`src/common/dpe_pkg.sv`:
```
package dpe_pkg;

  // Clock and timing
  localparam int CLK_NS      = 20;
  localparam int T_STROBE_NS = 40;
  localparam int STROBE_CYC  = (T_STROBE_NS + CLK_NS - 1) / CLK_NS;
  localparam int T_WB_NS     = 100;
  localparam int WB_CYC      = (T_WB_NS + CLK_NS - 1) / CLK_NS;

  // Flash opcodes
  localparam logic [7:0] OPC_ERASE   = 8'h60;
  localparam logic [7:0] OPC_CONFIRM = 8'hd0;
  localparam logic [7:0] OPC_STAT    = 8'h70;
  localparam logic [7:0] OPC_STAT_PD = 8'h78;
  localparam logic [7:0] OPC_RESET   = 8'hff;

  // Register byte offsets
  localparam logic [11:0] REG_CTRL  = 12'h000;
  localparam logic [11:0] REG_ADDR0 = 12'h004;
  localparam logic [11:0] REG_ADDR1 = 12'h008;
  localparam logic [11:0] REG_STAT  = 12'h00c;

  // Control fields
  localparam int CTRL_OP_LSB   = 0;
  localparam int CTRL_AUTO_BIT = 3;
  localparam int CTRL_WP_BIT   = 4;

  // Status register fields
  localparam int STAT_BUSY = 8;
  localparam int STAT_RB   = 9;
  localparam int STAT_ERR  = 10;
  localparam int STAT_P0F  = 11;
  localparam int STAT_P1F  = 12;
  localparam int STAT_ILV  = 13;
  localparam int STAT_POR  = 14;

  // Flash status byte and row address fields
  localparam int FS_FAIL       = 0;
  localparam int ROW_PAGE_MSB  = 5;
  localparam int ROW_PLANE_BIT = 6;
  localparam int ROW_DIE_BIT   = 18;

  // Step indices inside sequences
  localparam logic [3:0] SEQ_CONF1 = 4'h4;
  localparam logic [3:0] SEQ_CONF2 = 4'h8;
  localparam logic [3:0] SEQ_RD0   = 4'h4;

  typedef enum logic [2:0] {
    OP_NONE    = 3'h0,
    OP_ERASE2  = 3'h1,
    OP_ERASE1  = 3'h2,
    OP_STAT    = 3'h3,
    OP_STAT_PD = 3'h4,
    OP_RESET   = 3'h5,
    OP_CHECK   = 3'h6
  } dpe_op_t;

  typedef enum logic [2:0] {
    IT_CMD  = 3'h0,
    IT_ADR  = 3'h1,
    IT_RD   = 3'h2,
    IT_WAIT = 3'h3,
    IT_END  = 3'h4
  } dpe_item_t;

  typedef struct packed {
    dpe_item_t  kind;
    logic [7:0] data;
  } dpe_step_t;

endpackage

```
`src/common/dpe_strb_if.sv`:
```
`timescale 1ns/100ps
interface dpe_strb_if;
  import dpe_pkg::*;
  logic       req;
  dpe_item_t  kind;
  logic [7:0] wdata;
  logic       done;
  logic [7:0] rdata;
  modport ctl (output req, kind, wdata, input done, rdata);
  modport phy (input req, kind, wdata, output done, rdata);
endinterface

```
`src/logic/dpe_host.sv`:
```
// How it works
// - Erase pair: 60h, 3 addr, 60h, 3 addr, D0h
// - During erase only 70h, 78h, FFh sent; code also sends 60h while busy when the erase targets die one
// - Fail after pair erase: 78h per plane
// - 78h followed by exactly three address cycles
// - Per-plane read valid except pair page read
// - No 70h during interleave; use 78h
// - No 78h after power-on reset
// - Interleave: die zero first, then die one
// - Interleaved pairs keep pair addressing rules
// - Pair blocks: other plane, same die, page zero
//
// Local design decisions: register access over APB and the register offsets.
`timescale 1ns/100ps
module dpe_host (
  // Clock and reset
  input  wire logic               clk_i,
  input  wire logic               rst_i,
  // APB slave
  input  wire logic               psel_i,
  input  wire logic               penable_i,
  input  wire logic               pwrite_i,
  input  wire logic [11:0]        paddr_i,
  input  wire logic [31:0]        pwdata_i,
  output logic      [31:0]        prdata_o,
  output logic                    pready_o,
  output logic                    pslverr_o,
  // Flash pins
  output logic                    ce_n_o,
  output logic                    cle_o,
  output logic                    ale_o,
  output logic                    we_n_o,
  output logic                    re_n_o,
  output logic                    wp_n_o,
  output logic      [7:0]         io_o,
  output logic                    io_oe_n_o,
  input  wire logic [7:0]         io_i,
  input  wire logic               ready_busy_n_i
);
  import dpe_pkg::*;

  typedef enum logic [3:0] {
    ST_IDLE = 4'b0001,
    ST_RUN  = 4'b0010,
    ST_XFER = 4'b0100,
    ST_WAIT = 4'b1000
  } dpe_st_t;

  typedef struct packed {
    dpe_st_t     st;
    dpe_op_t     op;
    logic [3:0]  seq;
    logic [23:0] a0;
    logic [23:0] a1;
    logic        autochk;
    logic        wp_n;
    logic [7:0]  stat;
    logic        p0f;
    logic        p1f;
    logic        err;
    logic        ilv;
    logic        por;
    logic [3:0]  cnt;
    logic        req;
    dpe_item_t   kind;
    logic [7:0]  wdata;
    logic [31:0] prdata;
    logic        pready;
    logic        pslverr;
  } dpe_host_state_t;

  localparam logic [3:0] WB_LAST = 4'(WB_CYC - 1);

  dpe_host_state_t q, d;
  dpe_strb_if      xf ();

  function automatic logic [7:0] abyte(input logic [23:0] a,
                                       input logic [3:0]  i);
    logic [7:0] b;
    unique case (i[1:0])
      2'h0:    b = a[7:0];
      2'h1:    b = a[15:8];
      default: b = a[23:16];
    endcase
    return b;
  endfunction

  function automatic dpe_step_t step(input dpe_op_t     op,
                                     input logic [3:0]  s,
                                     input logic [23:0] a0,
                                     input logic [23:0] a1,
                                     input logic        autochk);
    dpe_step_t  r;
    logic       two;
    logic [3:0] c;
    r   = '{kind: IT_END, data: 8'h00};
    two = (op == OP_ERASE2);
    c   = two ? SEQ_CONF2 : SEQ_CONF1;
    unique case (op)
      OP_ERASE1, OP_ERASE2: begin
        if (s == 4'h0 || (two && s == SEQ_CONF1)) begin
          r = '{kind: IT_CMD, data: OPC_ERASE};
        end else if (s < SEQ_CONF1) begin
          r = '{kind: IT_ADR, data: abyte(a0, s - 4'h1)};
        end else if (two && s < SEQ_CONF2) begin
          r = '{kind: IT_ADR, data: abyte(a1, s - 4'h5)};
        end else if (s == c) begin
          r = '{kind: IT_CMD, data: OPC_CONFIRM};
        end else if (s == c + 4'h1) begin
          r.kind = autochk ? IT_WAIT : IT_END;
        end else if (s == c + 4'h2) begin
          r = '{kind: IT_CMD, data: OPC_STAT};
        end else if (s == c + 4'h3) begin
          r.kind = IT_RD;
        end
      end
      OP_STAT: begin
        if (s == 4'h0) begin
          r = '{kind: IT_CMD, data: OPC_STAT};
        end else if (s == 4'h1) begin
          r.kind = IT_RD;
        end
      end
      OP_STAT_PD, OP_CHECK: begin
        if (s == 4'h0 || (op == OP_CHECK && s == 4'h5)) begin
          r = '{kind: IT_CMD, data: OPC_STAT_PD};
        end else if (s < SEQ_RD0) begin
          r = '{kind: IT_ADR, data: abyte(a0, s - 4'h1)};
        end else if (s == SEQ_RD0 || (op == OP_CHECK && s == 4'h9)) begin
          r.kind = IT_RD;
        end else if (op == OP_CHECK && s < 4'h9) begin
          r = '{kind: IT_ADR, data: abyte(a1, s - 4'h6)};
        end
      end
      OP_RESET: begin
        if (s == 4'h0) begin
          r = '{kind: IT_CMD, data: OPC_RESET};
        end else if (s == 4'h1) begin
          r.kind = IT_WAIT;
        end
      end
      default: r.kind = IT_END;
    endcase
    return r;
  endfunction

  dpe_step_t it;
  dpe_op_t   new_op;
  logic      wr_acc;
  logic      rd_set;
  logic      mapped;
  logic      pair_ok;
  logic      op_ok;
  logic      rb;

  assign rb     = ready_busy_n_i;
  assign it     = step(q.op, q.seq, q.a0, q.a1, q.autochk);
  assign new_op = dpe_op_t'(pwdata_i[CTRL_OP_LSB +: 3]);
  assign wr_acc = psel_i & penable_i & q.pready & pwrite_i;
  assign rd_set = psel_i & ~penable_i;
  assign mapped = (paddr_i == REG_CTRL) | (paddr_i == REG_ADDR0) |
                  (paddr_i == REG_ADDR1) | (paddr_i == REG_STAT);

  // Both blocks on one die, opposite planes, page bits zero
  assign pair_ok = (q.a0[ROW_PAGE_MSB:0] == '0) &&
                   (q.a1[ROW_PAGE_MSB:0] == '0) &&
                   (q.a0[ROW_PLANE_BIT] != q.a1[ROW_PLANE_BIT]) &&
                   (q.a0[ROW_DIE_BIT] == q.a1[ROW_DIE_BIT]);

  always_comb begin
    unique case (new_op)
      OP_ERASE1: op_ok = rb || q.a0[ROW_DIE_BIT];
      OP_ERASE2: op_ok = pair_ok && (rb || q.a0[ROW_DIE_BIT]);
      OP_STAT:    op_ok = !q.ilv;
      OP_STAT_PD: op_ok = !q.por;
      OP_RESET:   op_ok = 1'b1;
      default:    op_ok = 1'b0;
    endcase
  end

  always_comb begin
    d         = q;
    d.req     = 1'b0;
    d.pready  = 1'b0;
    d.pslverr = 1'b0;

    // Error flag: software clear first so a same-cycle refusal wins
    if (wr_acc && paddr_i == REG_STAT && pwdata_i[STAT_ERR]) begin
      d.err = 1'b0;
    end

    unique case (q.st)
      ST_IDLE: ;
      ST_RUN: begin
        unique case (it.kind)
          IT_CMD, IT_ADR, IT_RD: begin
            if (it.data == OPC_STAT && it.kind == IT_CMD && q.ilv &&
                q.op != OP_STAT) begin
              // Interleaved: a 78h per-plane check replaces the 70h poll here
              d.op  = OP_CHECK;
              d.seq = 4'h0;
            end else begin
              d.req   = 1'b1;
              d.kind  = it.kind;
              d.wdata = it.data;
              d.st    = ST_XFER;
            end
          end
          IT_WAIT: begin
            d.cnt = WB_LAST;
            d.st  = ST_WAIT;
          end
          default: begin
            if (q.op == OP_ERASE2 && q.autochk && q.stat[FS_FAIL]) begin
              d.op  = OP_CHECK;
              d.seq = 4'h0;
            end else begin
              d.st = ST_IDLE;
            end
          end
        endcase
      end
      ST_XFER: begin
        if (xf.done) begin
          if (q.kind == IT_RD) begin
            d.stat = xf.rdata;
            if (q.op == OP_CHECK) begin
              if (q.seq == SEQ_RD0) begin
                d.p0f = xf.rdata[FS_FAIL];
              end else begin
                d.p1f = xf.rdata[FS_FAIL];
              end
            end
          end
          d.seq = q.seq + 4'h1;
          d.st  = ST_RUN;
        end
      end
      ST_WAIT: begin
        if (q.cnt != 4'h0) begin
          d.cnt = q.cnt - 4'h1;
        end else if (rb) begin
          d.seq = q.seq + 4'h1;
          d.st  = ST_RUN;
        end
      end
    endcase

    if (wr_acc) begin
      unique case (paddr_i)
        REG_CTRL: begin
          d.autochk = pwdata_i[CTRL_AUTO_BIT];
          d.wp_n    = ~pwdata_i[CTRL_WP_BIT];
          if (new_op != OP_NONE) begin
            // Only a reset may break into a busy wait
            if ((q.st == ST_IDLE || (q.st == ST_WAIT &&
                 new_op == OP_RESET)) && op_ok) begin
              d.op  = new_op;
              d.seq = 4'h0;
              d.st  = ST_RUN;
              if (new_op == OP_ERASE1 || new_op == OP_ERASE2) begin
                d.ilv = !rb;
                d.por = 1'b0;
                d.p0f = 1'b0;
                d.p1f = 1'b0;
              end
              if (new_op == OP_RESET) begin
                d.ilv = 1'b0;
              end
            end else begin
              d.err = 1'b1;
            end
          end
        end
        REG_ADDR0, REG_ADDR1: begin
          if (q.st == ST_IDLE) begin
            if (paddr_i == REG_ADDR0) begin
              d.a0 = pwdata_i[23:0];
            end else begin
              d.a1 = pwdata_i[23:0];
            end
          end else begin
            d.err = 1'b1;
          end
        end
        default: ;
      endcase
    end

    if (rd_set) begin
      d.pready  = 1'b1;
      d.pslverr = !mapped;
      unique case (paddr_i)
        REG_CTRL: d.prdata = {27'h000_0000, ~q.wp_n, q.autochk, q.op};
        REG_ADDR0: d.prdata = {8'h00, q.a0};
        REG_ADDR1: d.prdata = {8'h00, q.a1};
        REG_STAT: d.prdata = {17'h0_0000, q.por, q.ilv, q.p1f, q.p0f,
                              q.err, rb, (q.st != ST_IDLE), q.stat};
        default:  d.prdata = 32'h0000_0000;
      endcase
    end
  end

  always_ff @(posedge clk_i) begin
    if (rst_i) begin
      q      <= '0;
      q.st   <= ST_IDLE;
      q.op   <= OP_NONE;
      q.kind <= IT_END;
      q.por  <= 1'b1;
      q.wp_n <= 1'b1;
    end else begin
      q <= d;
    end
  end

  assign xf.req    = q.req;
  assign xf.kind   = q.kind;
  assign xf.wdata  = q.wdata;
  assign prdata_o  = q.prdata;
  assign pready_o  = q.pready;
  assign pslverr_o = q.pslverr;
  assign wp_n_o    = q.wp_n;

  dpe_strobe u_strobe (
    .clk_i     (clk_i),
    .rst_i     (rst_i),
    .xf        (xf.phy),
    .io_i      (io_i),
    .ce_n_o    (ce_n_o),
    .cle_o     (cle_o),
    .ale_o     (ale_o),
    .we_n_o    (we_n_o),
    .re_n_o    (re_n_o),
    .io_o      (io_o),
    .io_oe_n_o (io_oe_n_o)
  );

endmodule

```
`src/logic/dpe_strobe.sv`:
```
`timescale 1ns/100ps
module dpe_strobe (
  // Clock and reset
  input  wire logic       clk_i,
  input  wire logic       rst_i,
  // Request from sequencer
  dpe_strb_if.phy         xf,
  // Flash pins
  input  wire logic [7:0] io_i,
  output logic            ce_n_o,
  output logic            cle_o,
  output logic            ale_o,
  output logic            we_n_o,
  output logic            re_n_o,
  output logic [7:0]      io_o,
  output logic            io_oe_n_o
);
  import dpe_pkg::*;

  typedef enum logic [2:0] {
    SB_IDLE = 3'b001,
    SB_LOW  = 3'b010,
    SB_HIGH = 3'b100
  } dpe_sb_t;

  typedef struct packed {
    dpe_sb_t    st;
    logic [3:0] cnt;
    dpe_item_t  kind;
    logic       ce_n;
    logic       cle;
    logic       ale;
    logic       we_n;
    logic       re_n;
    logic [7:0] io;
    logic       oe_n;
    logic       done;
    logic [7:0] rdata;
  } dpe_sb_state_t;

  localparam logic [3:0] PH_LAST = 4'(STROBE_CYC - 1);

  dpe_sb_state_t q, d;

  always_comb begin
    d      = q;
    d.done = 1'b0;
    unique case (q.st)
      SB_IDLE: begin
        if (xf.req) begin
          d.st   = SB_LOW;
          d.cnt  = PH_LAST;
          d.kind = xf.kind;
          d.ce_n = 1'b0;
          d.cle  = (xf.kind == IT_CMD);
          d.ale  = (xf.kind == IT_ADR);
          d.io   = xf.wdata;
          d.oe_n = (xf.kind == IT_RD);
          d.we_n = (xf.kind == IT_RD);
          d.re_n = (xf.kind != IT_RD);
        end
      end
      SB_LOW: begin
        if (q.cnt == 4'h0) begin
          // Bytes latch on the rising strobe edge
          d.st   = SB_HIGH;
          d.cnt  = PH_LAST;
          d.we_n = 1'b1;
          d.re_n = 1'b1;
          if (q.kind == IT_RD) begin
            d.rdata = io_i;
          end
        end else begin
          d.cnt = q.cnt - 4'h1;
        end
      end
      SB_HIGH: begin
        if (q.cnt == 4'h0) begin
          d.st   = SB_IDLE;
          d.cle  = 1'b0;
          d.ale  = 1'b0;
          d.oe_n = 1'b1;
          d.done = 1'b1;
        end else begin
          d.cnt = q.cnt - 4'h1;
        end
      end
    endcase
  end

  always_ff @(posedge clk_i) begin
    if (rst_i) begin
      q       <= '0;
      q.st    <= SB_IDLE;
      q.kind  <= IT_END;
      q.ce_n  <= 1'b1;
      q.we_n  <= 1'b1;
      q.re_n  <= 1'b1;
      q.oe_n  <= 1'b1;
    end else begin
      q <= d;
    end
  end

  assign xf.done   = q.done;
  assign xf.rdata  = q.rdata;
  assign ce_n_o    = q.ce_n;
  assign cle_o     = q.cle;
  assign ale_o     = q.ale;
  assign we_n_o    = q.we_n;
  assign re_n_o    = q.re_n;
  assign io_o      = q.io;
  assign io_oe_n_o = q.oe_n;

endmodule
```
`config.mk`:
```
export PLATFORM = sky130hd
export DESIGN_NAME = dpe_host
export DESIGN_NICKNAME = d
export VERILOG_FILES = /design/src/common/dpe_pkg.sv /design/src/common/dpe_strb_if.sv /design/src/logic/dpe_host.sv /design/src/logic/dpe_strobe.sv
export SDC_FILE = /design/constraint.sdc
export NUM_CORES = 1
export LEC_CHECK = 0
export ABC_AREA = 1
export BUFFER_PORTS_ARGS = -buffer_cell sky130_fd_sc_hd__buf_2
export CAP_MARGIN = 5
export CORE_ASPECT_RATIO = 0.7
export CORE_MARGIN = 2
export CORE_UTILIZATION = 45
export DETAILED_ROUTE_END_ITERATION = 10
export GPL_TIMING_DRIVEN = 0
export HOLD_SLACK_MARGIN = 0.06
export PLACE_DENSITY_LB_ADDON = 0.1
export SLEW_MARGIN = 10
export SYNTH_ARGS = -nofsm -noshare
export SYNTH_HDL_FRONTEND = slang
export SYNTH_SLANG_ARGS = --single-unit
```
`constraint.sdc`:
```
create_clock -name clk_i -period 3.2 [get_ports clk_i]
set_input_delay 0 -clock clk_i [delete_from_list [all_inputs] [get_ports clk_i]]
set_output_delay 0 -clock clk_i [all_outputs]
set_load 0.01 [all_outputs]
```
======== Word-level counts from Yosys, hierarchy flattened ========
Cells that the tools add are included.
Widths: inputs -> output; s select.
operators by class
  add/sub/neg operators ................... 9
  $lt $le $gt $ge ......................... 3
  eq/ne operators ......................... 50
  multiplexer cells ....................... 89
  bitwise logic cells ..................... 16
  reduce and logical (&&, ||, !) cells .... 65
operator list
  operator             number
  $mux 11              10
  $mux 48              2
  $pmux 24 s4          1
  $mux 24              3
  $mux 61              1
  $mux 4               13
  $pmux 8 s2           3
  $mux 3               12
  $mux 7               5
  $pmux 8 s4           1
  $mux 2               15
  $eq 3x2->1 const B   9
  $eq 12x4->1 const B  2
  $pmux 4 s3           2
  $pmux 7 s3           1
  $reduce_and 3->1     7
  $eq 3x3->1 const B   6
  $logic_and 1x1->1    18
  $eq 4x4->1           4
  $mux 8               2
  $pmux 4 s2           2
  $eq 3x1->1 const B   5
  $pmux 7 s2           1
  $eq 12x3->1 const B  1
  other kinds (44)     106
storage, ports and cells
  register bits ........................... 149
  bits of input ports ..................... 58
  output and inout bits ................... 49
  logic and storage cells ................. 264

======== Longest topological paths before layout ========
  depth after elaboration ................. 23
  gate-level depth with buffers ........... 21
  mapped depth without buffers ............ 21

======== Modules after synthesis ========
A second synthesis with hierarchy kept.
second synthesis, totals
  cells, all modules ...................... 1,205
  area, all modules ....................... 8,089.0 um^2
by module, submodules not included
  module      times used  cells each  area an instance (um^2)  seq. area each (um^2)
  dpe_host    1           996         6,561.3                  2,322.2
  dpe_strobe  1           209         1,527.7                  660.6

======== Worst setup path after synthesis ========
Ideal clock, no wire load.
  kind .................................... reg2reg
  from .................................... register q[113] (netlist name)
  to ...................................... register q, in the netlist xf.wdata[0]
  setup time .............................. 0.071 ns
  data arrival time ....................... 2.366 ns
  required time ........................... 3.129 ns
  path slack .............................. 0.763 ns
  stages on the path, launching flop included .. 19
  buffers on the path ..................... 3
  period minus slack after synthesis ...... 2.437 ns
  path through ............................ dfxtp_1 inv_1 ha_1 buf_4 inv_1 buf_4 a21oi_1 a21oi_1 nand2_1 nand2_1 nand2_1 nor2_1 nand2_1 nor2_2 nand3_2 nand2_2 buf_6 nand2_1 a21oi_1
between the ends
  longest elaborated chain between the ends .. 15
  elaborated cells on any way between the ends .. 64
  those cells by class .................... add/sub (3); order compare (3); eq/ne (14); mux (25); bitwise (1); reduce/logical (18)
ends and longest elaborated chain
  item                                                                  RTL line        text
  start: declaration                                                    dpe_host.sv:74  dpe_host_state_t q, d;
  parallel branches: the longest is 15 deep, another holds $sub 2x2->2  n/a
Several ways; the timed one is not identified.
A chain may end at the register's enable or synchronous reset.

======== Worst setup path in the final report ========
  from .................................... register q[113] (netlist name)
  to ...................................... register q, in the netlist xf.wdata[6]
The elaborated chain is that of the path after synthesis.

==> flow_metrics.env <==
export IMPL_setup_viol=0
export IMPL_synth_warnings=0
export IMPL_crit_start="q[113]"
export IMPL_synth_edf_count=0
export IMPL_clockRootBuffer="clkbuf_16"
export IMPL_vias_per_cell=5.38
export IMPL_tns_ns=0
export IMPL_worst_setup_path_end_kind="flip-flop"
export IMPL_min_path_type="primary input to flip-flop"
export IMPL_ff2ff_setup_slack_ns=0.13
export IMPL_placed_cell_area_mm2=0.00861
export IMPL_grt_remaining_overflow=0
export IMPL_relSlewSlack_pct=27.2
export IMPL_yosys_most_used_dff="dfxtp_1"
export IMPL_cts_sinks=149
export IMPL_antenna_left=0
export IMPL_die_w_um=162
export IMPL_ys_ff_latch=149
export IMPL_total_power_w=0.00400
export IMPL_max_freq_mhz=326
export IMPL_start_kind="flip-flop"
export IMPL_whs_endpoint="q[65]"
export IMPL_r2r_start="q[113]"
export IMPL_finalHoldViolCount=0
export IMPL_crit_slowest_cell="dfxtp_2"
export IMPL_crit_type="flip-flop to flip-flop"
export IMPL_vias=8404
export IMPL_drt_iter0_drc=858
export IMPL_area_growth_pct=21.8
export IMPL_r2r_end="xf.wdata[6]"
export IMPL_worstPathCellList="inv_1 > ha_1 > buf_4 > clkinvlp_4 > buf_4 > a21oi_1 > nor2_1 > nor2_1 > nand3_1 > nand3_1 > nor2_1 > nand2_1 > nor2_2 > nand3_2 > nand2_4 > inv_2 > nand2_2 > o21ai_1"
export IMPL_cts_tree="done"
export IMPL_fin_crit_ns=3.07
export IMPL_syn_avg_cell_area_um2=6.73
export IMPL_peakVddDrop_uv=294
export IMPL_grt_pass1_vias=7333
export IMPL_cap_violations=0
export IMPL_dieHeight_um=115
export IMPL_synthArstFlopShare_pct=0
export IMPL_synth_most_common_cell="nand2_1"
export IMPL_min_from="pwdata_i[0]"
export IMPL_grt_pass1_wl_um=42000
export IMPL_finClkSkew_ns=0.0133
export IMPL_synth_top_area_share_pct=38.0
export IMPL_p_leak_nw=4.07
export IMPL_r2r_cells=18
export IMPL_antenna_found_initial=0
export IMPL_clkTransAtPathRegs_ns=0.07
export IMPL_drive_gt1_share_pct=15.7
export IMPL_drtPass1Iterations=6
export IMPL_port_buffers=88
export IMPL_core_area_mm2=0.0171
export IMPL_ys_seq_area_share_pct=38.0
export IMPL_diodes=0
export IMPL_io_pins=107
export IMPL_nNetsFinal=1386
export IMPL_required_ns=3.56
export IMPL_synth_area_leaders="dfxtp_1, nand2_1, a21oi_1"
export IMPL_final_cell_area_mm2=0.00957
export IMPL_drc=0
export IMPL_postSynthCellCount=1167
export IMPL_cts_htree_levels=4
export IMPL_critPathMaxStageDelay_ns=0.39
export IMPL_synth_commonest_cells="nand2_1, dfxtp_1, a21oi_1, inv_1, o21ai_0"
export IMPL_worstMarginPinSlew_ns=1.09
export IMPL_drt_wl_total_um=27700
export IMPL_drv_slew=0
export IMPL_synth_cell_types=40
export IMPL_cts_made_buffers=17
export IMPL_dp_hpwl_um=21100
export IMPL_p_per_area_mw_per_mm2=418
export IMPL_gp_congestion=1.01
export IMPL_wl_per_cell_um=17.7
export IMPL_synthesis_area_mm2=0.00785
export IMPL_yosysTopAreaCell="dfxtp_1"
export IMPL_initial_core_util_pct=45.9
export IMPL_grt_max_degree=17
export IMPL_clock_latency_ns=0.43
export IMPL_floorplan_rows=40
export IMPL_fin_crit_sh_pct=96.0
export IMPL_critPathMaxFanout=10
export IMPL_hold_path_depth=3
export IMPL_cp_data_arrival_time_ns=3.43
export IMPL_crit_top_cell="nor2_1"
export IMPL_track_usage_pct=30.0
export IMPL_dieArea_mm2=0.0185
export IMPL_status="completed"
export IMPL_clk_path_buf_depth=2
sequential cells by signal, summed over array words and instances, names as in the netlist, 3 cells and up:
name / flops
xf.wdata: 8
prdata_o: 24
u_strobe.io_o: 8
xf.kind: 3
u_strobe.xf.rdata: 8
u_strobe.q: 10
q: 77
per-layer routing:
metal | routed length [um] | share of wire [%] | GRT usage (%)
met5 | 0 | 0 | 0
met4 | 591 | 2.1 | 8.85
met3 | 2680 | 9.7 | 7.97
met2 | 10500 | 38 | 39.1
met1 | 13900 | 50 | 47.0
power breakdown:
group / leakage, nW / internal (W) / switching [W]
sequential: 1.20 / 0.00185 / 0.000000333
combinational: 2.59 / 0.0000750 / 0.000112
clock: 0.277 / 0.00106 / 0.000896
total: 4.07 / 0.00299 / 0.00101
repair_timing:
action	in CTS	in global routing
pin swaps	0	2
resized for setup	1	12
endpoints found under the setup margin	14	21
buffers inserted	0	3
hold buffers	34	0
hold endpoints to repair	63	0
cell families after synthesis:
family,share of synthesized area (%)
and+or+nand+nor,23.5
AOI/OAI and AO/OA,22.7
buffers and inverters,13.9
DFF,38.0
adders and majority gates,1.59
xor gates and xnor gates,0.335
other,0.0478
layout make-up:
type	count	area [um2]
buffer	90	522
clock buffer	19	453
clock inverter	13	116
fill	1746	7550
inverter	152	574
multi-input combinational	783	3820
sequential	149	2990
tap	231	289
timing repair buffer	125	803
worst max-delay path, delay by kind of cell (launching register included):
kind,cells,cell delay [ns]
fa+ha+maj,1,0.30
flops,1,0.39
compound gates,2,0.47
simple gates,10,0.99
buf+inv,5,0.84
metrics by stage:
step	hold slack [ns]	instances	util, %	setup WS [ns]
4_1_cts	0.0679	1559	55.6	0.0268
3_3_place_gp	0.227	1493	50.3	-0.137
3_5_place_dp	0.242	1493	50.3	-0.0708
2_1_floorplan	0.113	1174	-	0.763
6_report	0.0707	1562	55.9	0.128
5_1_grt	0.111	1562	55.9	-0.0300
how the worst max path moves through the flow:
stage / end / slack, ns / cells past startpoint
CTS: xf.wdata[6] / 0.03 / 19
finish: xf.wdata[6] / 0.13 / 18
floorplan: xf.wdata[0] / 0.76 / 18
global route: xf.wdata[4] / -0.03 / 19
global placement: xf.wdata[6] / -0.14 / 17
detailed placement: xf.wdata[6] / -0.07 / 17
placed cells by master, fill, tap and decap left out, types with 17 or more instances in the layout:
master and count:
nor3_1 18, o22ai_1 31, a21oi_1 135, nand2_1 198
nand4_1 17, dfxtp_1 147, nand3_1 54, nor2_1 121
clkbuf_1 40, buf_2 91, o21ai_0 123, inv_1 133
buf_4 46, clkbuf_16 17, dlygate4sd3_1 34
(Power assumes the default switching activity.)
